**src/asc_pkg.sv**
```systemverilog
// Shared constants and types for the converter sequencer control block.
package asc_pkg;

  // Register bus widths and register byte addresses.
  localparam int unsigned ADDR_W = 16;
  localparam int unsigned DATA_W = 8;
  localparam logic [15:0] ADDR_MODE = 16'hffc4;
  localparam logic [15:0] ADDR_RESULT = 16'hffc5;
  localparam logic [15:0] ADDR_START = 16'hffc6;
  localparam logic [15:0] ADDR_INT_STAT = 16'hffc8;
  localparam logic [15:0] ADDR_INT_CLR = 16'hffc9;
  localparam logic [15:0] ADDR_INT_EN = 16'hffca;
  localparam logic [15:0] ADDR_EDGE = 16'hffcb;

  // Mode register layout and reset value.
  localparam logic [7:0] MODE_RST = 8'h30;
  localparam logic [7:0] MODE_FIXED = 8'h30;
  localparam int unsigned MODE_SPEED_BIT = 7;
  localparam int unsigned MODE_TRIG_BIT = 6;
  localparam int unsigned MODE_CH_LSB = 0;
  localparam int unsigned MODE_CH_W = 4;

  // Start register layout and reset value.
  localparam logic [7:0] START_RST = 8'h7f;
  localparam logic [7:0] START_FIXED = 8'h7f;
  localparam int unsigned START_FLAG_BIT = 7;

  // Interrupt status, enable and edge-select layouts.
  localparam int unsigned INT_W = 2;
  localparam int unsigned INT_CONV_END_BIT = 0;
  localparam int unsigned INT_TRIG_BIT = 1;
  localparam logic [1:0] INT_EN_RST = 2'h0;
  localparam int unsigned EDGE_RISE_BIT = 0;
  localparam logic EDGE_SEL_RST = 1'b0;

  // Channel field codes: upper two bits choose the input bank.
  localparam logic [1:0] CH_BANK_LO = 2'h1;
  localparam logic [1:0] CH_BANK_HI = 2'h2;

  // Conversion timing in system clocks: sample phase, eight bit phases, store.
  localparam int unsigned RESULT_W = 8;
  localparam int unsigned CHAN_N = 8;
  localparam int unsigned TMR_W = 4;
  localparam int unsigned SLOW_PERIOD = 62;
  localparam int unsigned FAST_PERIOD = 31;
  localparam logic [3:0] SLOW_BIT_CYC = 4'h6;
  localparam logic [3:0] FAST_BIT_CYC = 4'h3;
  localparam logic [3:0] SLOW_SAMPLE_CYC = 4'(SLOW_PERIOD - 1 - RESULT_W * 6);
  localparam logic [3:0] FAST_SAMPLE_CYC = 4'(FAST_PERIOD - 1 - RESULT_W * 3);

  // Sequencer states, Gray coded along idle, sample, convert, store.
  typedef enum logic [1:0] {
    ST_IDLE = 2'h0,
    ST_SAMPLE = 2'h1,
    ST_CONVERT = 2'h3,
    ST_STORE = 2'h2
  } asc_state_e;

  // One register bus request.
  typedef struct packed {
    logic [15:0] addr;
    logic [7:0] wdata;
    logic we;
    logic re;
  } asc_bus_req_s;

  // Controls towards the analog front end.
  typedef struct packed {
    logic sample;
    logic [7:0] chan_en;
  } asc_ana_s;

  // Complete state of the control block.
  typedef struct packed {
    asc_state_e state;
    logic [7:0] mode;
    logic start_flag;
    logic speed_lat;
    logic [7:0] result;
    logic [1:0] int_stat;
    logic [1:0] int_en;
    logic edge_rise;
    logic [3:0] tmr;
    logic [2:0] bit_cnt;
    logic [7:0] rdata;
    logic irq;
    asc_ana_s ana;
  } asc_ctl_s;

endpackage

```
**src/asc_ctrl.sv**
```systemverilog
// Control, register file and sequencer of the 8-bit successive approximation converter.
//
// Design decision made here: the address-and-strobe port.
module asc_ctrl (
  input wire logic clk_i,
  input wire logic rst_n_i,
  input wire logic ce_i,
  input wire asc_pkg::asc_bus_req_s bus_i,
  output logic [7:0] rdata_o,
  input wire logic ext_trigger_pin_i,
  input wire logic comp_i,
  output logic [7:0] dac_code_o,
  output asc_pkg::asc_ana_s ana_o,
  output logic busy_o,
  output logic irq_o
);

  asc_pkg::asc_ctl_s st_reg;
  asc_pkg::asc_ctl_s st_next;
  logic trig_edge;
  logic sar_load;
  logic sar_step;
  logic [7:0] sar_code;
  logic wr_start;
  logic wr_stop;
  logic start_now;
  logic [1:0] int_set;
  logic [1:0] int_clr;

  // Decodes the channel field to one enable per analog input.
  function automatic logic [7:0] ch_decode(input logic [3:0] ch);
    logic [7:0] en;
    en = 8'h00;
    if (ch[3:2] == asc_pkg::CH_BANK_LO) begin
      en[{1'b0, ch[1:0]}] = 1'b1;
    end else if (ch[3:2] == asc_pkg::CH_BANK_HI) begin
      en[{1'b1, ch[1:0]}] = 1'b1;
    end
    return en;
  endfunction

  asc_edge_det u_edge (
    .clk_i(clk_i),
    .rst_n_i(rst_n_i),
    .ce_i(ce_i),
    .pin_i(ext_trigger_pin_i),
    .rise_sel_i(st_reg.edge_rise),
    .edge_o(trig_edge)
  );

  asc_sar #(
    .W(asc_pkg::RESULT_W)
  ) u_sar (
    .clk_i(clk_i),
    .rst_n_i(rst_n_i),
    .ce_i(ce_i),
    .load_i(sar_load),
    .step_i(sar_step),
    .comp_i(comp_i),
    .code_o(sar_code)
  );

  // Register writes, sequencer, interrupt flags and read data.
  always_comb begin
    st_next = st_reg;
    sar_load = 1'b0;
    sar_step = 1'b0;
    int_set = 2'h0;
    int_clr = 2'h0;
    wr_start = bus_i.we && (bus_i.addr == asc_pkg::ADDR_START);
    wr_stop = wr_start && !bus_i.wdata[asc_pkg::START_FLAG_BIT];
    start_now = 1'b0;

    // Software start, or the accepted trigger edge, when idle.
    if (st_reg.state == asc_pkg::ST_IDLE) begin
      if (wr_start && bus_i.wdata[asc_pkg::START_FLAG_BIT]) begin
        start_now = 1'b1;
      end else if (trig_edge && st_reg.mode[asc_pkg::MODE_TRIG_BIT]) begin
        start_now = 1'b1;
        int_set[asc_pkg::INT_TRIG_BIT] = 1'b1;
      end
    end

    // Sequencer; a write of 1 while busy falls through untouched.
    case (st_reg.state)
      asc_pkg::ST_IDLE: begin
        if (start_now) begin
          st_next.state = asc_pkg::ST_SAMPLE;
          st_next.start_flag = 1'b1;
          st_next.speed_lat = st_reg.mode[asc_pkg::MODE_SPEED_BIT];
          st_next.tmr = st_reg.mode[asc_pkg::MODE_SPEED_BIT] ?
            asc_pkg::FAST_SAMPLE_CYC - 4'h1 : asc_pkg::SLOW_SAMPLE_CYC - 4'h1;
          st_next.ana.sample = 1'b1;
          st_next.ana.chan_en = ch_decode(st_reg.mode[3:0]);
          sar_load = 1'b1;
        end
      end
      asc_pkg::ST_SAMPLE: begin
        if (st_reg.tmr == 4'h0) begin
          st_next.state = asc_pkg::ST_CONVERT;
          st_next.ana.sample = 1'b0;
          st_next.bit_cnt = 3'h0;
          st_next.tmr = st_reg.speed_lat ? asc_pkg::FAST_BIT_CYC - 4'h1 : asc_pkg::SLOW_BIT_CYC - 4'h1;
        end else begin
          st_next.tmr = st_reg.tmr - 4'h1;
        end
      end
      asc_pkg::ST_CONVERT: begin
        if (st_reg.tmr == 4'h0) begin
          sar_step = 1'b1;
          st_next.bit_cnt = st_reg.bit_cnt + 3'h1;
          st_next.tmr = st_reg.speed_lat ? asc_pkg::FAST_BIT_CYC - 4'h1 : asc_pkg::SLOW_BIT_CYC - 4'h1;
          if (st_reg.bit_cnt == 3'h7) begin
            st_next.state = asc_pkg::ST_STORE;
          end
        end else begin
          st_next.tmr = st_reg.tmr - 4'h1;
        end
      end
      asc_pkg::ST_STORE: begin
        st_next.state = asc_pkg::ST_IDLE;
        st_next.result = sar_code;
        st_next.start_flag = 1'b0;
        st_next.ana.chan_en = 8'h00;
        int_set[asc_pkg::INT_CONV_END_BIT] = 1'b1;
      end
      default: begin
        st_next.state = asc_pkg::ST_IDLE;
        st_next.start_flag = 1'b0;
      end
    endcase

    // Writing 0 to the flag aborts a running conversion; before the store step it leaves no result.
    if (wr_stop && st_reg.state != asc_pkg::ST_IDLE) begin
      st_next.state = asc_pkg::ST_IDLE;
      st_next.start_flag = 1'b0;
      st_next.ana = '0;
    end

    // Mode writes keep the fixed ones; interrupt enable and edge select.
    if (bus_i.we) begin
      case (bus_i.addr)
        asc_pkg::ADDR_MODE: st_next.mode = bus_i.wdata | asc_pkg::MODE_FIXED;
        asc_pkg::ADDR_INT_CLR: int_clr = bus_i.wdata[1:0];
        asc_pkg::ADDR_INT_EN: st_next.int_en = bus_i.wdata[1:0];
        asc_pkg::ADDR_EDGE: st_next.edge_rise = bus_i.wdata[asc_pkg::EDGE_RISE_BIT];
        default: st_next.int_en = st_next.int_en;
      endcase
    end

    // Sticky flags: a new event wins over a clear in the same cycle.
    st_next.int_stat = (st_reg.int_stat & ~int_clr) | int_set;
    st_next.irq = |(st_next.int_stat & st_next.int_en);

    // Read data stand in the cycle after the read strobe only.
    st_next.rdata = 8'h00;
    if (bus_i.re) begin
      case (bus_i.addr)
        asc_pkg::ADDR_MODE: st_next.rdata = st_reg.mode | asc_pkg::MODE_FIXED;
        asc_pkg::ADDR_RESULT: st_next.rdata = st_reg.result;
        asc_pkg::ADDR_START: st_next.rdata = {st_reg.start_flag, asc_pkg::START_FIXED[6:0]};
        asc_pkg::ADDR_INT_STAT: st_next.rdata = {6'h00, st_reg.int_stat};
        asc_pkg::ADDR_INT_EN: st_next.rdata = {6'h00, st_reg.int_en};
        asc_pkg::ADDR_EDGE: st_next.rdata = {7'h00, st_reg.edge_rise};
        default: st_next.rdata = 8'h00;
      endcase
    end
  end

  // State register; reset keeps whatever the result register held.
  always_ff @(posedge clk_i) begin
    if (!rst_n_i) begin
      st_reg.state <= asc_pkg::ST_IDLE;
      st_reg.mode <= asc_pkg::MODE_RST;
      st_reg.start_flag <= asc_pkg::START_RST[asc_pkg::START_FLAG_BIT];
      st_reg.speed_lat <= 1'b0;
      st_reg.result <= st_reg.result;
      st_reg.int_stat <= 2'h0;
      st_reg.int_en <= asc_pkg::INT_EN_RST;
      st_reg.edge_rise <= asc_pkg::EDGE_SEL_RST;
      st_reg.tmr <= 4'h0;
      st_reg.bit_cnt <= 3'h0;
      st_reg.rdata <= 8'h00;
      st_reg.irq <= 1'b0;
      st_reg.ana <= '0;
    end else if (ce_i) begin
      st_reg <= st_next;
    end
  end

  // Outputs come straight from the state register; the ladder code comes from the SAR register.
  assign rdata_o = st_reg.rdata;
  assign dac_code_o = sar_code;
  assign ana_o = st_reg.ana;
  assign busy_o = st_reg.start_flag;
  assign irq_o = st_reg.irq;

  // Helper counter of cycles spent away from idle, read only by checks.
  logic [5:0] busy_cnt;
  always_ff @(posedge clk_i) begin
    if (!rst_n_i || st_reg.state == asc_pkg::ST_IDLE) begin
      busy_cnt <= 6'h00;
    end else if (ce_i) begin
      busy_cnt <= busy_cnt + 6'h01;
    end
  end

  // Set by the first store after reset, so the unknown power-up result is never compared.
  logic res_known;
  always_ff @(posedge clk_i) begin
    if (!rst_n_i) begin
      res_known <= 1'b0;
    end else if (ce_i && st_reg.state == asc_pkg::ST_STORE) begin
      res_known <= 1'b1;
    end
  end
endmodule

```
**src/asc_edge_det.sv**
```systemverilog
// Trigger edge detector with selectable polarity.
module asc_edge_det (
  input wire logic clk_i,
  input wire logic rst_n_i,
  input wire logic ce_i,
  input wire logic pin_i,
  input wire logic rise_sel_i,
  output logic edge_o
);

  typedef struct packed {
    logic prev;
  } asc_edge_s;

  asc_edge_s st_reg;
  asc_edge_s st_next;

  // Only the chosen edge produces a pulse; the other one is dropped.
  always_comb begin
    st_next = st_reg;
    st_next.prev = pin_i;
    edge_o = rise_sel_i ? (pin_i & ~st_reg.prev) : (~pin_i & st_reg.prev);
  end

  // The pin idles high, so a high level seen right after reset is no edge.
  always_ff @(posedge clk_i) begin
    if (!rst_n_i) begin
      st_reg.prev <= 1'b1;
    end else if (ce_i) begin
      st_reg <= st_next;
    end
  end

endmodule

```
**src/asc_sar.sv**
```systemverilog
// Successive approximation register that drives the ladder code.
module asc_sar #(
  parameter int unsigned W = 8
) (
  input wire logic clk_i,
  input wire logic rst_n_i,
  input wire logic ce_i,
  input wire logic load_i,
  input wire logic step_i,
  input wire logic comp_i,
  output logic [W-1:0] code_o
);

  typedef struct packed {
    logic [W-1:0] code;
    logic [W-1:0] mask;
  } asc_sar_s;

  asc_sar_s st_reg;
  asc_sar_s st_next;
  logic [W-1:0] kept;

  // Each step keeps or drops the trial bit, then tries the next lower one.
  always_comb begin
    st_next = st_reg;
    kept = comp_i ? st_reg.code : (st_reg.code & ~st_reg.mask);
    if (load_i) begin
      st_next.mask = {1'b1, {(W - 1){1'b0}}};
      st_next.code = {1'b1, {(W - 1){1'b0}}};
    end else if (step_i) begin
      st_next.mask = st_reg.mask >> 1;
      st_next.code = kept | (st_reg.mask >> 1);
    end
  end

  // Register of the approximation.
  always_ff @(posedge clk_i) begin
    if (!rst_n_i) begin
      st_reg <= '0;
    end else if (ce_i) begin
      st_reg <= st_next;
    end
  end

  assign code_o = st_reg.code;

endmodule

```
**config.mk**
```make
export PLATFORM = sky130hd
export DESIGN_NAME = asc_ctrl
export DESIGN_NICKNAME = d
export VERILOG_FILES = /design/src/asc_pkg.sv /design/src/asc_ctrl.sv /design/src/asc_edge_det.sv /design/src/asc_sar.sv
export SDC_FILE = /design/constraint.sdc
export NUM_CORES = 1
export LEC_CHECK = 0
export BUFFER_PORTS_ARGS = -buffer_cell sky130_fd_sc_hd__buf_2
export CORE_MARGIN = 2
export CORE_UTILIZATION = 30
export CTS_BUF_LIST = sky130_fd_sc_hd__clkbuf_8
export CTS_CLUSTER_DIAMETER = 80
export CTS_CLUSTER_SIZE = 10
export DETAILED_ROUTE_END_ITERATION = 10
export GPL_TIMING_DRIVEN = 0
export PLACE_DENSITY_LB_ADDON = 0.12
export SYNTH_ARGS = -nofsm -noshare
export SYNTH_HDL_FRONTEND = slang
export SYNTH_SLANG_ARGS = --single-unit
export TNS_END_PERCENT = 1
```
**constraint.sdc**
```tcl
create_clock -name clk_i -period 2.5 [get_ports clk_i]
set_input_delay 0.75 -clock clk_i [delete_from_list [all_inputs] [get_ports clk_i]]
set_output_delay 0.75 -clock clk_i [all_outputs]
set_load 0.005 [all_outputs]
```
==> metrics.yaml, run 1 <==
power:
  p_total_mw: 1.96
  peakVddDrop_uv: 195
  p_per_area_nw_per_um2: 492
  cellLeakagePower_nw: 1.63
timing:
  grt_setup_unrepaired: "false"
  worst_slew_pin_slew_ps: 862
  fmax_mhz: 424
  maxSlewViolCount: 0
  skew_ps: 8.12
  maxSlewHeadroom: 0.420
  hold_violations: 0
  finalSetupViolCount: 0
  min_period_ps: 2360
  min_period_over_period: 0.943
worst_setup_path:
  cp_cell_sequence: "buf_2 -> nand4bb_4 -> or3_4 -> buf_6 -> nor3_2 -> nor2_1 -> a22o_1"
  cp-startpoint: "bus_i[14]"
  worstSetupPathType: "in2reg"
  crit_path_end_kind: "flip-flop"
  critical-path-top-delay-family: "simple AND/OR/NAND/NOR gates"
  rr_worst_depth: 8
  rr_startpoint: "st_reg[21]"
  regToRegSetupSlack_ps: 260
  worstReg2RegEnd: "u_sar.code_o[0]"
  critPathBufInv: 2
  cp_slowest_cell: "nor3_2"
  setup.worst_path.end: "u_sar.st_reg[6]"
  path_depth: 7
  worstPathMaxFanout: 10
  cpPeakStageDelay_ps: 450
  arrival_ps: 2600
  worst_setup_path_start_kind: "input port"
  worstPathRequired_ps: 2740
yosys:
  syn_area_sq_um: 3340
  syn-instance-count: 371
  yosys.area.top_type: "dfxtp_1"
  ys_seq_area_frac: 0.413
  synth_edf_count: 8
  syn_avg_cell_area_sq_um: 9.00
  synth_fp_nets: 405
  yosysTopAreaCellShare: 0.342
  yosys-top-cells-area: "dfxtp_1 34%, edfxtp_1 7.2%, mux2i_1 6.9%, buf_4 5.6%, nand2_1 4.3%"
  async_reset_ff_frac: 0
  synth-main-ff-cell: "dfxtp_1"
  ys_warn_count: 0
  synth-seq-cells: 65
  synth_cell_types: 59
placed_design:
  gp_congestion: 0.838
  post-place-cells: 564
  port-buffer-count: 53
  dp_hpwl_um: 6700
cells_and_area:
  antennaDiodeCount: 0
  largest_reg_flops: 29
  layout.nets: 469
  post-route-util: 0.368
  drive_gt1_frac: 0.264
  synthToLayoutAreaGrowth_pct: 19.4
  stdcell_count: 580
floorplan:
  core_area_sq_um: 10800
  dieWidth_um: 110
  num_rows: 38
  die_h_um: 110
  num_io_pins: 58
  start_util: 0.308
  die_area_sq_um: 12000
global_routing:
  grt_pass1_vias: 2755
  grt_start_max_net_pins: 13
  grt_pass1_wl_um: 14400
  overflow: 0
  antenna_found_initial: 0
  grt_usage: 0.157
route:
  route.detailed.drc: 0
  antenna_left: 0
  first_iter_violations: 148
  dr.pass1.iters: 5
  routed_via_density: 4.94
  vias: 2868
  drt_wl_total_um: 8830
  avgRoutedWirePerCell_um: 15.2
clock_network:
  cts_setup_buffers: 0
  cts.clk_slew.worst_paths_ps: 70
  cts_num_sinks: 65
  hold_buffers: 0
  cts_tree: "done"
  root_buffer: "clkbuf_8"
  clk_latency_ps: 350
  cts_resized: 0
  numCtsBuffers: 9
  cts-htree-levels: 3
  cts_buffer_depth: 2
min_path:
  hold_path_class: "reg2reg"
flow_run:
  cap_violations: 0
outcome:
  status: "complete, no violations"
[through the flow]
stage	setup slack (ps)	hold slack, ps	cell area [sq um]	TNS (ps)
2_1_floorplan	56.4	425	3340	0
3_3_place_gp	-305	446	3780	-8320
3_5_place_dp	-353	451	3780	-9080
4_1_cts	28.1	465	3950	0
5_1_grt	11.1	483	3990	0
6_report	142	457	3990	0
[area by class of cell]
class                      count  area, sq um
clock buffer                   9          124
tap                          140          175
inverter                      17         63.8
multi-input combinational    249         1670
timing repair buffer          53          265
fill                        1160         6850
clock inverter                 7         47.5
sequential                    65         1380
buffer                        40          262
[logic make-up (layout without fill, tap and decap cells)]
kind of cell / Yosys count / after routing / share of synthesized area
and+or+nand+nor: 130 / 130 / 0.209
muxes: 24 / 24 / 0.0734
buffers and inverters: 57 / 126 / 0.0970
AOI/OAI and AO/OA: 91 / 91 / 0.193
DFF: 65 / 65 / 0.413
xor gates and xnor gates: 1 / 1 / 0.00262
adders and majority gates: 3 / 3 / 0.0112
[routing by layer]
| metal | track usage | vias to the layer above | share of wire |
|---|---|---|---|
| met1 | 0.212 | 1331 | 0.50 |
| met3 | 0.0373 | 15 | 0.049 |
| li1 | - | 1451 | - |
| met4 | 0.0669 | 0 | 0.023 |
| met5 | 0 | - | 0 |
| met2 | 0.238 | 71 | 0.43 |
[report_power, final]
part	switching (mW)	total [mW]	internal, mW
Combinational	0.0721	0.113	0.0409
Sequential	0.00157	1.06	1.05
Clock	0.436	0.793	0.357
[cells in the final DEF, fill, tap and decap left out, types with 3 or more instances in the layout]
master,n
a21oi_1,14
nor3_1,3
nand2b_1,4
mux2i_1,23
nand2_1,38
nand3b_1,4
and3_1,6
nor2b_1,4
clkbuf_8,9
and2_1,7
nor3b_1,3
clkinv_2,3
dfxtp_1,57
a2bb2oi_1,5
o22ai_1,3
ha_1,3
or3_1,7
buf_2,54
clkbuf_1,9
nand3_1,12
nor2_1,22
a22o_1,14
buf_4,25
edfxtp_1,8
nand4_1,4
inv_1,17
o21ai_0,28
[cell usage after synthesis (all sizes together) (2+ instances only)]
master	number
a211oi	2
a21boi	2
a21o	2
a21oi	14
a22o	14
a2bb2oi	5
and2	7
and3	6
buf	30
clkbuf	10
dfxtp	57
edfxtp	8
ha	3
inv	17
mux2i	23
nand2	38
nand2b	4
nand3	12
nand3b	4
nand4	4
nor2	23
nor2b	4
nor3	5
nor3b	4
nor4	4
o2111ai	2
o211ai	2
o21ai	30
o221ai	2
o22ai	3
o31a	2
o31ai	3
or3	9
or3b	2
[worst min path at each step]
| stage | start | endpoint | slack (ps) | cells past startpoint |
|---|---|---|---|---|
| after global placement | st_reg[19] | st_reg[19] | 450 | 2 |
| after detailed placement | rdata_o[1] | rdata_o[1] | 450 | 2 |
| final | rdata_o[1] | rdata_o[1] | 460 | 2 |
| after global routing | ana_o[5] | ana_o[5] | 480 | 2 |
| after floorplan | u_sar.code_o[7] | st_reg[37] | 430 | 0 |
| after CTS | st_reg[20] | st_reg[20] | 470 | 2 |
[worst min-delay path, delay by kind of cell (launching register included)]
family	cells	cell delay [ps]
AO/OA/AOI/OAI	1	50
flip-flops	1	330
AND/OR/NAND/NOR	1	40
Note: power is estimated with default switching activity, not from simulation.
==> run 2, diff against run 1 <==
--- a/config.mk
+++ b/config.mk
@@ -16,5 +16,6 @@
 export PLACE_DENSITY_LB_ADDON = 0.12
 export SYNTH_ARGS = -nofsm -noshare
 export SYNTH_HDL_FRONTEND = slang
+export SYNTH_HIERARCHICAL = 1
 export SYNTH_SLANG_ARGS = --single-unit
 export TNS_END_PERCENT = 1
==> metrics.yaml, run 2 <==
worst_setup_path:
  cp_slowest_cell: "buf_1"
  worst_setup_path_start_kind: "input port"
  worstPathRequired_ps: 2500
  critPathBufInv: 3
  arrival_ps: 2370
  worstSetupPathType: "in2reg"
  cp_cell_sequence: "buf_2 -> clkbuf_1 -> buf_1 -> nand2_1 -> nor2_2"
  crit_path_end_kind: "flip-flop"
  cpPeakStageDelay_ps: 440
  critical-path-top-delay-family: "buffers and inverters"
  worstPathMaxFanout: 12
route:
  avgRoutedWirePerCell_um: 16.1
  vias: 3005
  drt_wl_total_um: 9600
  antenna_left: 0
  dr.pass1.iters: 4
  first_iter_violations: 147
  route.detailed.drc: 0
  routed_via_density: 5.05
placed_design:
  gp_congestion: 0.808
  port-buffer-count: 54
  post-place-cells: 578
  dp_worst_setup_slack_ps: -448
  dp_hpwl_um: 7100
power:
  peakVddDrop_uv: 225
  cellLeakagePower_nw: 1.69
  p_total_mw: 2.08
  p_per_area_nw_per_um2: 495
timing:
  finalSetupViolCount: 0
  fin_hold_ws_ps: 459
  maxSlewHeadroom: 0.594
  fmax_mhz: 423
  hold_violations: 0
  min_period_ps: 2370
  min_period_over_period: 0.946
  skew_ps: 7.83
  grt_setup_unrepaired: "false"
  maxSlewViolCount: 0
  fin_ws_ps: 134
  worst_slew_pin_slew_ps: 605
clock_network:
  clk_latency_ps: 350
  cts_buffer_depth: 2
  cts_num_sinks: 65
  cts.clk_slew.worst_paths_ps: 70
  cts_tree: "done"
  numCtsBuffers: 9
  cts-htree-levels: 3
  hold_buffers: 0
  root_buffer: "clkbuf_8"
cells_and_area:
  drive_gt1_frac: 0.268
  antennaDiodeCount: 0
  stdcell_count: 595
  synthToLayoutAreaGrowth_pct: 18.6
  layout_commonest_cell: "buf_2"
  final_cell_mix: "58 x buf_2, 57 x dfxtp_1, 29 x nand3_1"
  largest_reg_flops: 29
  layout.nets: 481
yosys:
  syn_area_sq_um: 3530
  ys_warn_count: 6
  syn_avg_cell_area_sq_um: 9.27
  synth_top_cells_by_count: "57 x dfxtp_1, 29 x nand3_1, 26 x buf_4"
  synth-main-ff-cell: "dfxtp_1"
  yosys-top-cells-area: "dfxtp_1 32%, edfxtp_1 6.8%, buf_4 5.5%, nand3_1 4.1%, mux2i_1 4.0%"
  synth.most_common_cell: "dfxtp_1"
  synth-seq-cells: 65
  yosysTopAreaCellShare: 0.323
  syn-instance-count: 381
  synth_edf_count: 8
  async_reset_ff_frac: 0
  yosys.area.top_type: "dfxtp_1"
  synth_cell_types: 64
  synth_fp_nets: 415
  ys_seq_area_frac: 0.391
flow_run:
  cap_violations: 0
floorplan:
  core_area_sq_um: 11500
  num_io_pins: 58
  num_rows: 39
  die_h_um: 113
  dieWidth_um: 113
  start_util: 0.308
  die_area_sq_um: 12700
global_routing:
  grt_pass1_vias: 2924
  grt_pass1_wl_um: 15300
  grt_usage: 0.154
  overflow: 0
  grt_start_max_net_pins: 13
  antenna_found_initial: 0
min_path:
  hold_path_class: "reg2reg"
outcome:
  status: "complete, no violations"
[run 2: cell count changes in the layout (fill, tap and decap cells not counted), sizes merged, moves of 9 or more]
cell / change
nor2: -13
a22o: -14
nand2: -16
nor2b: +18
or3: -9
nand3: +17
a32o: +9
mux2i: -9
[run 2: worst reg2reg max path, stage by stage (launching register included)]
cell	delay [ps]
dfxtp_1	310
clkbuf_1	350
clkbuf_1	410
and3_1	280
buf_2	240
o21ai_0	140
a32o_1	270
[run 2: per-layer routing]
| metal | part of all wire | track usage | up-vias |
|---|---|---|---|
| met4 | 0.022 | 0.0569 | 0 |
| met1 | 0.48 | 0.214 | 1395 |
| met2 | 0.45 | 0.234 | 76 |
| met5 | 0 | 0 | - |
| met3 | 0.049 | 0.0356 | 16 |
| li1 | - | - | 1518 |
[run 2: cell families after synthesis]
group                    synth area share
adder cells (fa/ha/maj)            0.0106
buffers and inverters               0.100
AND/OR/NAND/NOR                     0.230
AO/OA/AOI/OAI                       0.217
flip-flops                          0.391
multiplexers                       0.0460
XOR/XNOR                          0.00496
[run 2: worst paths after layout]
path                    from               to  slack (ps)  cells after the start
setup / recovery     rst_n_i       st_reg[33]         130                      5
setup reg to reg  st_reg[48]  u_sar/st_reg[6]         400                      6
hold / removal      ana_o[0]         ana_o[0]         460                      2
hold reg to reg     ana_o[0]         ana_o[0]         460                      2
[run 2: layout make-up]
type	count	area, sq um
sequential	65	1380
multi-input combinational	259	1810
buffer	49	324
inverter	8	30.0
clock inverter	7	62.6
clock buffer	9	124
timing repair buffer	55	278
tap	143	179
fill	1191	7280
[run 2: per-stage QoR]
stage	TNS, ps	util	instance area [sq um]
finish	0	0.366	4190
global route	0	0.366	4190
CTS	0	0.365	4180
detailed placement	-7540	0.348	3990
global placement	-7420	0.348	3990
floorplan	0	-	3540
[run 2: where the power goes]
part / total (mW) / leakage, nW / switching [mW] / internal, mW
Clock: 0.888 / 0.0939 / 0.438 / 0.450
Combinational: 0.131 / 1.06 / 0.0809 / 0.0504
Sequential: 1.06 / 0.526 / 0.00225 / 1.05
Total: 2.08 / 1.69 / 0.521 / 1.55
[run 2: timing repair]
action / CTS / global route
gates resized for setup: 3 / 0
setup buffers: 0 / 1
endpoints found under the setup margin: 17 / 9
pin swaps: 0 / 1
cloned: 0 / 0
==> run 3, diff against run 2 <==
--- a/config.mk
+++ b/config.mk
@@ -5,7 +5,7 @@
 export SDC_FILE = /design/constraint.sdc
 export NUM_CORES = 1
 export LEC_CHECK = 0
-export BUFFER_PORTS_ARGS = -buffer_cell sky130_fd_sc_hd__buf_2
+export BUFFER_PORTS_ARGS = -buffer_cell sky130_fd_sc_hd__buf_4
 export CORE_MARGIN = 2
 export CORE_UTILIZATION = 30
 export CTS_BUF_LIST = sky130_fd_sc_hd__clkbuf_8
==> constraint.sdc (replaced) <==
create_clock -name clk_i -period 3 [get_ports clk_i]
set_input_delay 0.9 -clock clk_i [delete_from_list [all_inputs] [get_ports clk_i]]
set_output_delay 0.9 -clock clk_i [all_outputs]
set_load 0.005 [all_outputs]
==> metrics.yaml, run 3 (synthesis results as in run 2) <==
timing:
  skew_ps: 7.59
  maxSlewViolCount: 0
  min_period_over_period: 0.957
  hold_violations: 0
  min_period_ps: 2870
  worst_slew_pin_slew_ps: 740
  fmax_mhz: 348
  maxSlewHeadroom: 0.505
  grt_setup_unrepaired: "false"
  finalSetupViolCount: 0
clock_network:
  hold_buffers: 0
  cts_buffer_depth: 2
  clk_latency_ps: 350
  cts.clk_slew.worst_paths_ps: 80
  cts-htree-levels: 3
  cts_tree: "done"
  cts_setup_buffers: 0
  numCtsBuffers: 9
  root_buffer: "clkbuf_8"
  cts_resized: 0
  cts_num_sinks: 65
route:
  antenna_left: 0
  first_iter_violations: 116
  vias: 3052
  drt_wl_total_um: 9850
  dr.pass1.iters: 4
  routed_via_density: 5.14
  route.detailed.drc: 0
  avgRoutedWirePerCell_um: 16.6
worst_setup_path:
  worstPathRequired_ps: 3250
  regToRegSetupSlack_ps: 870
  rr_startpoint: "st_reg[25]"
  cpPeakStageDelay_ps: 540
  cp_slowest_cell: "nor2_1"
  crit_top_cell: "buf_6"
  cp-startpoint: "bus_i[14]"
  crit_path_end_kind: "flip-flop"
  worst_setup_path_start_kind: "input port"
  arrival_ps: 3120
  worstReg2RegEnd: "u_sar/code_o[5]"
  worstPathMaxFanout: 10
  worstSetupPathType: "in2reg"
  cp_cell_sequence: "buf_4 -> nand4bb_1 -> nor2_1 -> a41o_1 -> and2_1 -> buf_6 -> and4b_1 -> buf_6 -> a32o_1"
  rr_worst_depth: 10
min_path:
  min_from: "ana_o[1]"
  min_path_cells: 2
  whs_endpoint: "ana_o[1]"
  hold_path_class: "reg2reg"
power:
  p_total_mw: 1.76
  p_seq_frac: 0.501
  comb_power_share: 0.068
  p_sw_mw: 0.446
  cellLeakagePower_nw: 1.69
  p_int_mw: 1.31
  swShare: 0.254
  peakVddDrop_uv: 192
  p_per_area_nw_per_um2: 408
  p_clk_frac: 0.431
floorplan:
  die_h_um: 113
  start_util: 0.308
  dieWidth_um: 113
  num_io_pins: 58
  num_rows: 39
  die_area_sq_um: 12700
  core_area_sq_um: 11500
global_routing:
  grt_pass1_vias: 3007
  grt_start_max_net_pins: 13
  antenna_found_initial: 0
  grt_usage: 0.160
  grt_pass1_wl_um: 16000
  overflow: 0
cells_and_area:
  synthToLayoutAreaGrowth_pct: 22.0
  seq_area_sq_um: 1380
  post-route-util: 0.376
  finalInstanceArea_sq_um: 4310
  final_cell_mix: "80 x buf_4, 57 x dfxtp_1, 29 x nand3_1"
  drive_gt1_frac: 0.262
  layout_commonest_cell: "buf_4"
  largest_reg_flops: 29
  layout.nets: 480
  antennaDiodeCount: 0
  multiInputGateArea_sq_um: 1800
  final.fill_count: 1206
placed_design:
  gp_congestion: 0.797
  placed_area_sq_um: 4120
  port-buffer-count: 54
  dp_hpwl_um: 7200
flow_run:
  cap_violations: 0
outcome:
  status: "complete, no violations"
run 3: through the flow:
step                setup WS [ps]  std cells  hold slack (ps)  setup TNS [ps]
finish                        130        594              459               0
global route                 30.5        594              492               0
CTS                           148        594              464               0
detailed placement           -232        578              454           -2390
global placement             -234        578              448           -2280
floorplan                     316        381              437               0
run 3: worst max-delay path by stage:
stage / to / slack, ps / depth (start not counted)
3_5_place_dp: u_sar/code_o[5] / -230 / 9
2_1_floorplan: u_sar/code_o[4] / 320 / 8
3_3_place_gp: u_sar/code_o[5] / -230 / 9
6_report: u_sar/code_o[5] / 130 / 9
5_1_grt: u_sar/code_o[5] / 30 / 9
4_1_cts: u_sar/code_o[5] / 150 / 9
run 3: layer usage:
metal	vias up	share of wire	global-route usage
met5	-	0	0
met4	0	0.016	0.0537
met3	12	0.045	0.0378
met2	75	0.45	0.249
met1	1447	0.49	0.218
li1	1518	-	-
run 3: cell type report:
cell class / count / area share
sequential: 65 / 0.320
multi-input combinational: 259 / 0.417
buffer: 49 / 0.0752
timing repair buffer: 54 / 0.0940
clock inverter: 7 / 0.0163
tap: 143 / 0.0415
clock buffer: 9 / 0.0287
inverter: 8 / 0.00696
run 3: worst max-delay path: cells and delay by family:
| kind | cells | cell delay, ps |
|---|---|---|
| AOI/OAI and AO/OA | 2 | 550 |
| and+or+nand+nor | 4 | 1260 |
| buffers and inverters | 3 | 400 |
run 3: power by group through the flow:
| stage | logic, mW | registers (mW) | clock network, mW |
|---|---|---|---|
| floorplan | 0.0591 | 0.900 | 0 |
| global placement | 0.120 | 0.901 | 0 |
| detailed placement | 0.121 | 0.901 | 0 |
| CTS | 0.121 | 0.880 | 0.791 |
| global route | 0.129 | 0.881 | 0.819 |
| finish | 0.120 | 0.880 | 0.758 |
